--- config.mk ---
export PLATFORM = sky130hd
export DESIGN_NAME = msc_regs
export DESIGN_NICKNAME = d
export VERILOG_FILES = /design/src/msc_pkg.sv /design/src/msc_regs.sv
export SDC_FILE = /design/constraint.sdc
export NUM_CORES = 1
export LEC_CHECK = 0
export ABC_AREA = 1
export BUFFER_PORTS_ARGS = -buffer_cell sky130_fd_sc_hd__buf_2
export CORE_ASPECT_RATIO = 0.75
export CORE_MARGIN = 2
export CORE_UTILIZATION = 57
export CTS_BUF_LIST = sky130_fd_sc_hd__clkbuf_8
export DETAILED_ROUTE_END_ITERATION = 8
export PLACE_DENSITY = 0.79
export SETUP_SLACK_MARGIN = 0.5
export SYNTH_ARGS = -nofsm -noshare
export SYNTH_HDL_FRONTEND = slang
export SYNTH_SLANG_ARGS = --single-unit
--- constraint.sdc ---
create_clock -name core_clk -period 2.7 [get_ports core_clk]
set_input_delay 0.405 -clock core_clk [delete_from_list [all_inputs] [get_ports core_clk]]
set_output_delay 0.405 -clock core_clk [all_outputs]
set_load 0.03 [all_outputs]
--- src/msc_pkg.sv ---
// Package for the miscellaneous supply, clock and shutdown register bank
package msc_pkg;
  // Register offsets
  localparam logic [7:0] SUPPLY_MODE_STATUS_OFS = 8'h03;
  localparam logic [7:0] MISC_CONTROL_OFS = 8'h04;
  localparam logic [7:0] POWER_DOWN_CONTROL_OFS = 8'h05;
  localparam logic [7:0] CLOCK_WATCH_CONTROL_OFS = 8'h07;
  // Reset values
  localparam logic [7:0] SUPPLY_MODE_STATUS_RST = 8'h00;
  localparam logic [7:0] MISC_CONTROL_RST = 8'h00;
  localparam logic [7:0] POWER_DOWN_CONTROL_RST = 8'h15;
  localparam logic [7:0] CLOCK_WATCH_CONTROL_RST = 8'h00;
  // Monitor synchronisers leave reset with the I/O supply taken as present
  localparam logic [5:0] MONITOR_SYNC_RST = 6'h08;
  // Field positions
  localparam int ANALOG_FLAG_BIT = 7;
  localparam int IO_FLAG_BIT = 6;
  localparam int IGNORE_CLK_ERR_BIT = 6;
  localparam int BROADCAST_BIT = 1;
  localparam int PRECHARGE_LSB = 6;
  localparam int POLICY_LSB = 4;
  localparam int HOLD_LSB = 2;
  localparam int MISSING_CLK_BIT = 4;
  // Writable masks (read-only bits keep their value)
  localparam logic [7:0] SUPPLY_MODE_STATUS_WMASK = 8'h01;
  localparam logic [7:0] CLOCK_WATCH_CONTROL_WMASK = 8'hF0;
  // Power-down policy codes
  localparam logic [1:0] POLICY_IMMEDIATE = 2'h0;
  localparam logic [1:0] POLICY_TIMED = 2'h1;
  localparam logic [1:0] POLICY_CLEAN = 2'h2;
  // Times in microseconds and the clock rate
  localparam int CLK_MHZ = 250;
  localparam int PRECHARGE_US [4] = '{2500, 12500, 25000, 50000};
  localparam int HOLD_US [4] = '{30000, 25000, 10000, 5000};
  localparam int MISSING_CLK_US = 2000;
  localparam int MISSING_CLK_CYC = MISSING_CLK_US * CLK_MHZ;
  localparam int CNT_W = 24;

  // Register access strobe from the control port
  typedef struct packed {
    logic wr;
    logic [7:0] addr;
    logic [7:0] wdata;
  } msc_req_s;

  // Effective configuration handed to the rest of the device
  typedef struct packed {
    logic analog_supply_select;
    logic io_supply_select;
    logic ignore_clk_err;
    logic broadcast_address_enable;
    logic missing_clock_reset_enable;
  } msc_cfg_s;
endpackage

--- src/msc_regs.sv ---
// Miscellaneous supply, clock and shutdown registers with their timers
// What this block does
// - Analog supply above 2V: flag set, mode forced 0
// - I/O supply above 2V: flag set, mode forced 0
// - Clock error resets unless ignore bit set
// - Broadcast bit enables fixed I2C target address
// - Precharge time 2.5/12.5/25/50 ms by code
// - Policy 0 drops regulator at once; 3 reserved
// - Policy 1 holds regulator until keep-alive timeout or clean shutdown
// - Policy 2 holds regulator until clean shutdown
// - Keep-alive 30/25/10/5 ms by code
// - Missing selected clock 2ms gives hard reset
// - Analog mode 0 regulator, mode 1 direct 1.8V
// - I/O mode 0 any voltage, mode 1 low only
module msc_regs
  import msc_pkg::*;
(
  // Clock and reset
  input wire logic core_clk,
  input wire logic nrst,
  // Register access from the control port
  input wire msc_pkg::msc_req_s req,
  output logic [7:0] rdata,
  // Supply and clock monitors (asynchronous)
  input wire logic analog_above_2v,
  input wire logic io_above_2v,
  input wire logic io_supply_present,
  input wire logic clean_shutdown_done,
  input wire logic clock_error,
  input wire logic selected_clock_alive,
  // Host supply mode settings from another register, same clock
  input wire logic analog_supply_setting,
  input wire logic io_supply_setting,
  // Requests from the device
  input wire logic precharge_start,
  // Outputs
  output msc_pkg::msc_cfg_s cfg,
  output logic precharge_active,
  output logic digital_regulator_on,
  output logic device_reset
);
  import msc_pkg::*;

  // Stored registers
  logic [7:0] status_sw_r;
  logic [7:0] misc_control_r;
  logic [7:0] power_down_control_r;
  logic [7:0] clock_watch_control_r;
  // Monitor levels after their synchronisers, and the timers
  wire [5:0] mon_sync;
  logic [CNT_W-1:0] pre_cnt_r;
  logic [CNT_W-1:0] hold_cnt_r;
  logic [CNT_W-1:0] clk_cnt_r;

  // Output flops and their next values
  logic [7:0] rdata_r;
  msc_cfg_s cfg_r;
  logic pre_act_r;
  logic digital_regulator_r;
  logic rst_r;
  logic [7:0] rdata_nxt;
  msc_cfg_s cfg_nxt;

  // Monitors cross in from the analog side
  wire [5:0] async_in = {analog_above_2v, io_above_2v, io_supply_present,
                         clean_shutdown_done, clock_error, selected_clock_alive};
  wire analog_hi = mon_sync[5];
  wire io_hi = mon_sync[4];
  wire io_present = mon_sync[3];
  wire shut_done = mon_sync[2];
  wire clk_err = mon_sync[1];
  wire clk_alive = mon_sync[0];

  wire wr_status = req.wr && req.addr == SUPPLY_MODE_STATUS_OFS;
  wire wr_misc = req.wr && req.addr == MISC_CONTROL_OFS;
  wire wr_pd = req.wr && req.addr == POWER_DOWN_CONTROL_OFS;
  wire wr_cw = req.wr && req.addr == CLOCK_WATCH_CONTROL_OFS;

  // Status reads live values; only bit 0 is stored
  wire [7:0] status_view = {analog_hi, io_hi, 5'h00, status_sw_r[0]};

  wire [1:0] pre_code = power_down_control_r[PRECHARGE_LSB +: 2];
  wire [1:0] policy = power_down_control_r[POLICY_LSB +: 2];
  wire [1:0] hold_code = power_down_control_r[HOLD_LSB +: 2];
  wire [CNT_W-1:0] pre_load = CNT_W'(PRECHARGE_US[pre_code] * CLK_MHZ);
  wire [CNT_W-1:0] hold_load = CNT_W'(HOLD_US[hold_code] * CLK_MHZ);

  // Timer end points
  wire pre_busy = pre_cnt_r > CNT_W'(1);
  wire hold_expired = hold_cnt_r == '0;
  wire drop_timed = hold_expired || shut_done;

  // Reset causes, kept apart so each can be traced
  wire clk_watch_on = clock_watch_control_r[MISSING_CLK_BIT];
  wire clk_stop_done = clk_cnt_r == CNT_W'(MISSING_CLK_CYC);
  wire clk_err_reset = clk_err && !misc_control_r[IGNORE_CLK_ERR_BIT];
  wire clk_stop_reset = clk_watch_on && clk_stop_done;

  // Unmapped offsets read as zero
  always_comb begin
    unique case (req.addr)
      SUPPLY_MODE_STATUS_OFS: rdata_nxt = status_view;
      MISC_CONTROL_OFS: rdata_nxt = misc_control_r;
      POWER_DOWN_CONTROL_OFS: rdata_nxt = power_down_control_r;
      CLOCK_WATCH_CONTROL_OFS: rdata_nxt = clock_watch_control_r;
      default: rdata_nxt = 8'h00;
    endcase
  end

  always_comb begin
    // Mode 0 means internal regulator / full I/O range, so forcing low is safe
    cfg_nxt.analog_supply_select = 1'b0;
    cfg_nxt.io_supply_select = 1'b0;
    if (!analog_hi) begin
      cfg_nxt.analog_supply_select = analog_supply_setting;
    end
    if (!io_hi) begin
      cfg_nxt.io_supply_select = io_supply_setting;
    end
    cfg_nxt.ignore_clk_err = misc_control_r[IGNORE_CLK_ERR_BIT];
    cfg_nxt.broadcast_address_enable = misc_control_r[BROADCAST_BIT];
    cfg_nxt.missing_clock_reset_enable = clock_watch_control_r[MISSING_CLK_BIT];
  end

  // Two flops per monitor; the I/O supply counts as present during reset,
  // so leaving reset never drops the regulator by itself
  for (genvar i = 0; i < 6; i++) begin : g_sync
    logic sync1_r;
    logic sync2_r;
    always_ff @(posedge core_clk or negedge nrst) begin
      if (!nrst) begin
        sync1_r <= MONITOR_SYNC_RST[i];
        sync2_r <= MONITOR_SYNC_RST[i];
      end else begin
        sync1_r <= async_in[i];
        sync2_r <= sync1_r;
      end
    end
    assign mon_sync[i] = sync2_r;
  end

  always_ff @(posedge core_clk or negedge nrst) begin
    if (!nrst) begin
      status_sw_r <= SUPPLY_MODE_STATUS_RST;
      misc_control_r <= MISC_CONTROL_RST;
      power_down_control_r <= POWER_DOWN_CONTROL_RST;
      clock_watch_control_r <= CLOCK_WATCH_CONTROL_RST;
      rdata_r <= 8'h00;
      cfg_r <= '0;
    end else begin
      if (wr_status) status_sw_r <= req.wdata & SUPPLY_MODE_STATUS_WMASK;
      if (wr_misc) misc_control_r <= req.wdata;
      // Reserved policy code 3 is stored as written; the keep-alive acts as for 0
      if (wr_pd) power_down_control_r <= req.wdata;
      if (wr_cw) clock_watch_control_r <= req.wdata & CLOCK_WATCH_CONTROL_WMASK;
      rdata_r <= rdata_nxt;
      cfg_r <= cfg_nxt;
    end
  end

  // Input capacitor quick-charge timer
  always_ff @(posedge core_clk or negedge nrst) begin
    if (!nrst) begin
      pre_cnt_r <= '0;
      pre_act_r <= 1'b0;
    end else if (precharge_start) begin
      // A new start reloads the full time
      pre_cnt_r <= pre_load;
      pre_act_r <= 1'b1;
    end else if (pre_busy) begin
      pre_cnt_r <= pre_cnt_r - CNT_W'(1);
    end else begin
      pre_cnt_r <= '0;
      pre_act_r <= 1'b0;
    end
  end

  // Regulator keep-alive after I/O supply loss
  always_ff @(posedge core_clk or negedge nrst) begin
    if (!nrst) begin
      hold_cnt_r <= '0;
      digital_regulator_r <= 1'b1;
    end else if (io_present) begin
      // Supply back: keep-alive time reloaded
      hold_cnt_r <= hold_load;
      digital_regulator_r <= 1'b1;
    end else begin
      unique case (policy)
        POLICY_IMMEDIATE: digital_regulator_r <= 1'b0;
        POLICY_TIMED: begin
          // Clean shutdown may end the hold early; the timeout is the backstop
          if (!hold_expired) hold_cnt_r <= hold_cnt_r - CNT_W'(1);
          if (drop_timed) digital_regulator_r <= 1'b0;
        end
        POLICY_CLEAN: if (shut_done) digital_regulator_r <= 1'b0;
        default: digital_regulator_r <= 1'b0; // Reserved code treated as immediate
      endcase
    end
  end

  // Missing clock watchdog and clock error reset
  always_ff @(posedge core_clk or negedge nrst) begin
    if (!nrst) begin
      clk_cnt_r <= '0;
      rst_r <= 1'b0;
    end else begin
      // Counter saturates so the reset request stays up while the clock is gone
      if (clk_alive || !clk_watch_on) clk_cnt_r <= '0;
      else if (!clk_stop_done) clk_cnt_r <= clk_cnt_r + CNT_W'(1);
      rst_r <= clk_err_reset || clk_stop_reset;
    end
  end

  assign rdata = rdata_r;
  assign cfg = cfg_r;
  assign precharge_active = pre_act_r;
  assign digital_regulator_on = digital_regulator_r;
  assign device_reset = rst_r;
endmodule

* Yosys cells after proc, flatten, opt, wreduce, memory -nomap -nowiden
Index checks and enable logic that the tools add are counted.
** Operators by class
- Div/mod/pow operators :: 0
- $lt $le $gt $ge :: 3
- Add/subtract/negate cells :: 3
- Bitwise gates (word level) :: 2
- Multipliers :: 2
- Reduce and logical (&&, ||, !) cells :: 15
- Equal/unequal tests :: 12
- Muxes and demuxes :: 22
- Shifts and indexed selects :: 0
** Operator list (count)
- two-way mux 24 bit :: 7
- binary-select mux 32 bit (select 2 bit) :: 2
- two-way mux 32 bit :: 4
- multiplier 32 x 8 -> 23 bit, second input constant :: 2
- subtractor 24 x 1 -> 24 bit, second input constant :: 2
- one-hot mux 8 bit (4 select lines) :: 1
- adder 24 x 1 -> 24 bit, second input constant :: 1
- == test 24 x 19 -> 1 bit, second input constant :: 1
- == test 8 x 3 -> 1 bit, second input constant :: 3
- > comparator 24 x 1 -> 1 bit, second input constant :: 1
- zero test 24 bit :: 1
- == test 8 x 2 -> 1 bit, second input constant :: 1
- two-way mux 1 bit :: 7
- greater-or-equal comparator 3 bit, second input constant :: 2
- logical AND 1 bit :: 6
- inequality test 3 bit, second input constant :: 2
- NOT 2 -> 3 bit :: 2
- inequality test 2 x 1 -> 1 bit, second input constant :: 2
- AND reduction 2 bit :: 2
- logical OR 1 bit :: 3
- == test 2 x 1 -> 1 bit, second input constant :: 1
- == test 2 bit, second input constant :: 1
- zero test 1 bit :: 2
- inequality test 2 bit, second input constant :: 1
- 2 further kinds :: 2
** Storage, ports and cells
- Output and inout bits :: 16
- Memories :: 0
- Latch bits :: 0
- Memory bits (read-only) :: 0
- Register bits after elaboration :: 121
- Bits of input ports :: 28
- Memory bits (writable) :: 0

* Depth between registers and ports, before layout
- Depth in word-level cells :: 6
- Mapped depth :: 17

* Least setup slack after synthesis
Ideal clock, no wire load.
- Kind :: flip-flop to flip-flop
- From :: register power_down_control_r[2]
- To :: register hold_cnt_r[22]
- Library setup time :: 0.077 ns
- Arrival :: 2.620 ns
- Setup slack :: 0.002 ns
- Cell stages (with the launch flop) :: 15
- Period minus slack after synthesis :: 2.698 ns
- Data required time :: 2.623 ns
- Cell sequence :: dfstp_2 -> inv_1 -> ha_1 -> buf_2 -> xor2_1 -> ha_1 -> a31o_2 -> ha_1 -> a21oi_1 -> nand2_1 -> a21oi_1 -> nand2_1 -> nand2_1 -> nand3_1 -> a21oi_1
** Between the ends
- Cells in the longest elaborated chain, start to end :: 6
** Ends and longest elaborated chain
- start: declaration :: RTL line msc_regs.sv:47 : logic [7:0] power_down_control_r;
- start signal: assignment :: RTL line msc_regs.sv:154 : if (wr_pd) power_down_control_r <= req.wdata;
- NOT 2 -> 3 bit (not written as such) :: RTL line msc_regs.sv:86 : wire [CNT_W-1:0] hold_load = CNT_W'(HOLD_US[hold_code] * CLK_MHZ);
- binary-select mux 32 bit (select 2 bit) :: RTL line msc_regs.sv:86
- two-way mux 32 bit (not written as such) (2 in a row) :: RTL line msc_regs.sv:86
- multiplier 32 x 8 -> 23 bit :: RTL line msc_regs.sv:86
- two-way mux 24 bit :: RTL line msc_regs.sv:183 : end else if (io_present) begin
- end signal: assignment :: RTL line msc_regs.sv:185 : hold_cnt_r <= hold_load;
- end signal: assignment :: RTL line msc_regs.sv:192 : if (!hold_expired) hold_cnt_r <= hold_cnt_r - CNT_W'(1);
- end: declaration :: RTL line msc_regs.sv:52 : logic [CNT_W-1:0] hold_cnt_r;
No other way between the ends. The select of a mux whose other input is x is not followed.
A chain may end at the register's enable or synchronous reset.

* Final worst setup path
- From :: register power_down_control_r[2]
- To :: register hold_cnt_r[23]
The elaborated chain is that of the path after synthesis.

==> reports/qor.json <==
{
  "worst_path_most_repeated_cell": "ha_4",
  "total_leakage_power_nw": 3.945,
  "grt_max_degree": 58,
  "io_buffers": 43,
  "yosys_warnings": 0,
  "clk-insertion-delay-late_ns": 0.45,
  "io_pins": 44,
  "run_status": "completed",
  "worstPathRequired_ns": 3.05,
  "clock_skew_ns": 0.01325,
  "globalplace.congestion": 0.9492,
  "rsz0062_at_grt": "yes",
  "fin_crit_ns": 2.450,
  "worst_slew_pin_slew_ns": 0.6451,
  "worst_setup_path_category": "register to register",
  "critical_path.endpoint_type": "register",
  "cts_sinks": 121,
  "synth_cell_types": 48,
  "avgSynthCellArea_sq_um": 7.751,
  "firstDrtPassIters": 6,
  "gr-usage-all-layers": 0.2671,
  "drc_errors": 0,
  "yosysSeqAreaShare": 0.4294,
  "clock_path_buffers": 2,
  "synth_area_leader_cell": "dfrtp_1",
  "cp-start-kind": "register",
  "ctsHtreeMaxLevel": 4,
  "synth_seq_cells": 121,
  "max_slew_margin": 0.5683,
  "wire_length_of_the_first_global_routing_pass_um": 28390,
  "fp.dieArea_sq_mm": 0.01332,
  "cp_slowest_cell": "dfstp_2",
  "drive_above_1_share": 0.1820,
  "final_core_utilization": 0.6881,
  "synth_nets": 979,
  "multi_input_comb_area_sq_mm": 0.003864,
  "cts-buffers-inserted": 17,
  "detailedPlacementHpwl_um": 11740,
  "vias_per_cell": 5.522,
  "vias": 6439,
  "layout.area.seq_sq_mm": 0.003039,
  "finalMaxSlewViolations": 0,
  "fillCellCount": 969,
  "die_h_um": 100.4,
  "timing.final.setup_violations": 0,
  "floorplan.die.width_um": 132.6,
  "arrival_ns": 2.80,
  "grt.overflow.total": 0,
  "synth-async-reset-ratio": 1.000,
  "timing.critical_path.cells": "inv_4 > ha_4 > ha_2 > ha_4 > ha_4 > ha_4 > inv_1 > o21bai_1 > nor2_1 > nand2_1 > xor2_1 > nand2_1 > nand3_1 > nand2_1",
  "number_of_global_route_vias_before_repair": 5959,
  "coreArea_sq_mm": 0.01217,
  "worst-path-buf-inv": 2,
  "route.detailed.wl_per_inst_um": 14.98,
  "period_share": 0.9075,
  "main_area_contributors_after_synthesis": "dfrtp_1 (41%), nand2_1 (12%), ha_1 (6.9%), nor2_1 (6.4%), inv_1 (5.7%)",
  "crit_path_max_incr_delay_ns": 0.58,
  "worst_path_dominant_cell_family": "adder cells",
  "worst_hold_path_type": "input pin to register",
  "cts_tree": "done",
  "syn-instance-count": 912,
  "cap_violations": 0,
  "synth_enable_flop_cells": 0,
  "drt_first_iter_violations": 601,
  "syn-cell-area_sq_mm": 0.007069,
  "clk_root_buffer_cell": "clkbuf_8",
  "totalWireLength_um": 17470,
  "num_rows": 35,
  "area_share_of_the_largest_cell_type_after_synthesis": 0.4071,
  "worst_ir_drop_vdd_mv": 0.3517,
  "fin_nets": 1054,
  "achievable-frequency_mhz": 408.1,
  "timing.setup.tns_ns": 0,
  "ant_nets": 0,
  "grt_antenna_before_repair": 0,
  "cts.clk_slew.worst_paths_ns": 0.09,
  "start_util": 0.5807,
  "p_per_area_mw_per_mm2": 530.7,
  "num_antenna_cells": 0,
  "area.growth.synth_to_final_pct": 18.50,
  "postSynth.topFlopCell": "dfrtp_1",
  "cp_max_fo": 4,
  "report.final.hold_viol_count": 0
}
## area by class of cell
type,instances,share of cell area
sequential,121,0.3628
inverter,109,0.05078
multi-input combinational,667,0.4612
clock buffer,17,0.02793
tap,166,0.02479
clock inverter,15,0.02001
timing repair buffer,71,0.05243
## repair_timing
| item | CTS | global route |
|---|---|---|
| setup buffers | 9 | 9 |
| gates cloned | 0 | 0 |
| hold endpoints to repair | 30 | 0 |
| hold buffers | 1 | 0 |
| pin swaps | 8 | 9 |
| setup endpoints to repair | 6 | 23 |
| resized for setup | 21 | 39 |
## cells in the mapped netlist (2+ instances only)
master	n
o21ai_1	3
a22oi_1	3
o22ai_1	6
o21bai_1	2
a21boi_0	3
and2_1	2
nand3_1	62
dfrtp_1	115
a31oi_1	3
or2_2	4
xnor2_1	9
o2111ai_1	2
nor2_2	6
nor4_1	7
o21ai_2	4
nand2_1	221
nor2_1	121
clkbuf_1	7
buf_4	3
ha_1	39
dfstp_2	6
o31ai_1	2
nor3_2	2
nand4_1	20
buf_2	2
buf_6	2
inv_1	107
a21oi_1	34
nor3_1	13
o21ai_0	53
xor2_1	32
## final timing paths
path,from,to,slack (ns),cells after the start
hold / removal,io_supply_present,g_sync[3].sync1_r,0.05,1
setup / recovery,power_down_control_r[2],hold_cnt_r[23],0.25,14
hold reg to reg,g_sync[1].sync1_r,clk_err,0.35,0
min in group asynchronous,nrst,clk_cnt_r[5],0.44,2
setup reg to reg,power_down_control_r[2],hold_cnt_r[23],0.25,14
max in group asynchronous,nrst,power_down_control_r[6],1.46,3
## power by group
group / leakage, nW / switching [mW] / internal (mW)
clock network: 0.197 / 0.824 / 0.840
logic: 2.19 / 0.471 / 0.295
registers: 1.56 / 0.101 / 1.92
total: 3.94 / 1.39 / 3.05
## cell families (layout without fill, tap and decap cells)
group | Yosys count | count (layout) | share of synthesized area
AND/OR/NAND/NOR | 465 | 465 | 0.2814
buffers and inverters | 124 | 212 | 0.07009
other | 1 | 1 | 0.0005305
AO/OA/AOI/OAI | 121 | 121 | 0.09876
adder cells (fa/ha/maj) | 39 | 39 | 0.06903
XOR/XNOR | 41 | 41 | 0.05080
flip-flops | 121 | 121 | 0.4294
## per-layer routing
layer	up-vias	GRT usage	part of all wire	wire, um
met5	-	0	0	0
met1	3018	0.4002	0.47	8177
li1	3113	-	-	-
met4	0	0.08850	0.019	328
met3	35	0.06010	0.081	1421
met2	273	0.3846	0.43	7539
## registers in the layout (all words and copies together), names as in the netlist, 4 cells and up
| register | flops |
|---|---|
| g_sync.sync1_r | 6 |
| clk_cnt_r | 24 |
| rdata | 8 |
| clock_watch_control_r | 4 |
| misc_control_r | 8 |
| power_down_control_r | 8 |
| cfg | 5 |
| pre_cnt_r | 24 |
| hold_cnt_r | 24 |
## placed cells by master (no fill, tap or decap), types with 7 or more instances in the layout
master,n
xnor2_1,8
nand4_1,20
nand2_1,217
nand3_1,62
nor2_2,8
xor2_1,30
dfrtp_1,112
buf_2,42
inv_1,98
nor3_1,13
buf_4,26
ha_4,19
ha_1,17
a21oi_1,29
nor4_1,7
o21ai_0,51
clkbuf_8,17
nor2_1,119
## metrics by stage
step                      hold WS, ns  power [mW]  instance area, sq um  std cells  setup slack [ns]
after detailed placement       0.3363       2.713                  7540       1115           0.05147
final                         0.04976       4.445                  8377       1166            0.2498
after global placement         0.3318       2.693                  7540       1115            0.1575
after CTS                     0.02911       4.394                  8118       1157            0.3125
after floorplan                0.1094       2.514                  7127        912            0.2428
after global routing          0.02658       4.659                  8377       1166           0.07091
## worst register-to-register path, cell delays in order (launching register included)
cell and delay [ns]:
dfstp_2 0.58, inv_4 0.07, ha_4 0.18, ha_2 0.20, ha_4 0.25, ha_4 0.16
ha_4 0.26, inv_1 0.05, o21bai_1 0.13, nor2_1 0.05, nand2_1 0.07, xor2_1 0.15
nand2_1 0.08, nand3_1 0.08, nand2_1 0.05
No activity file was read; power rests on OpenSTA's default activity.
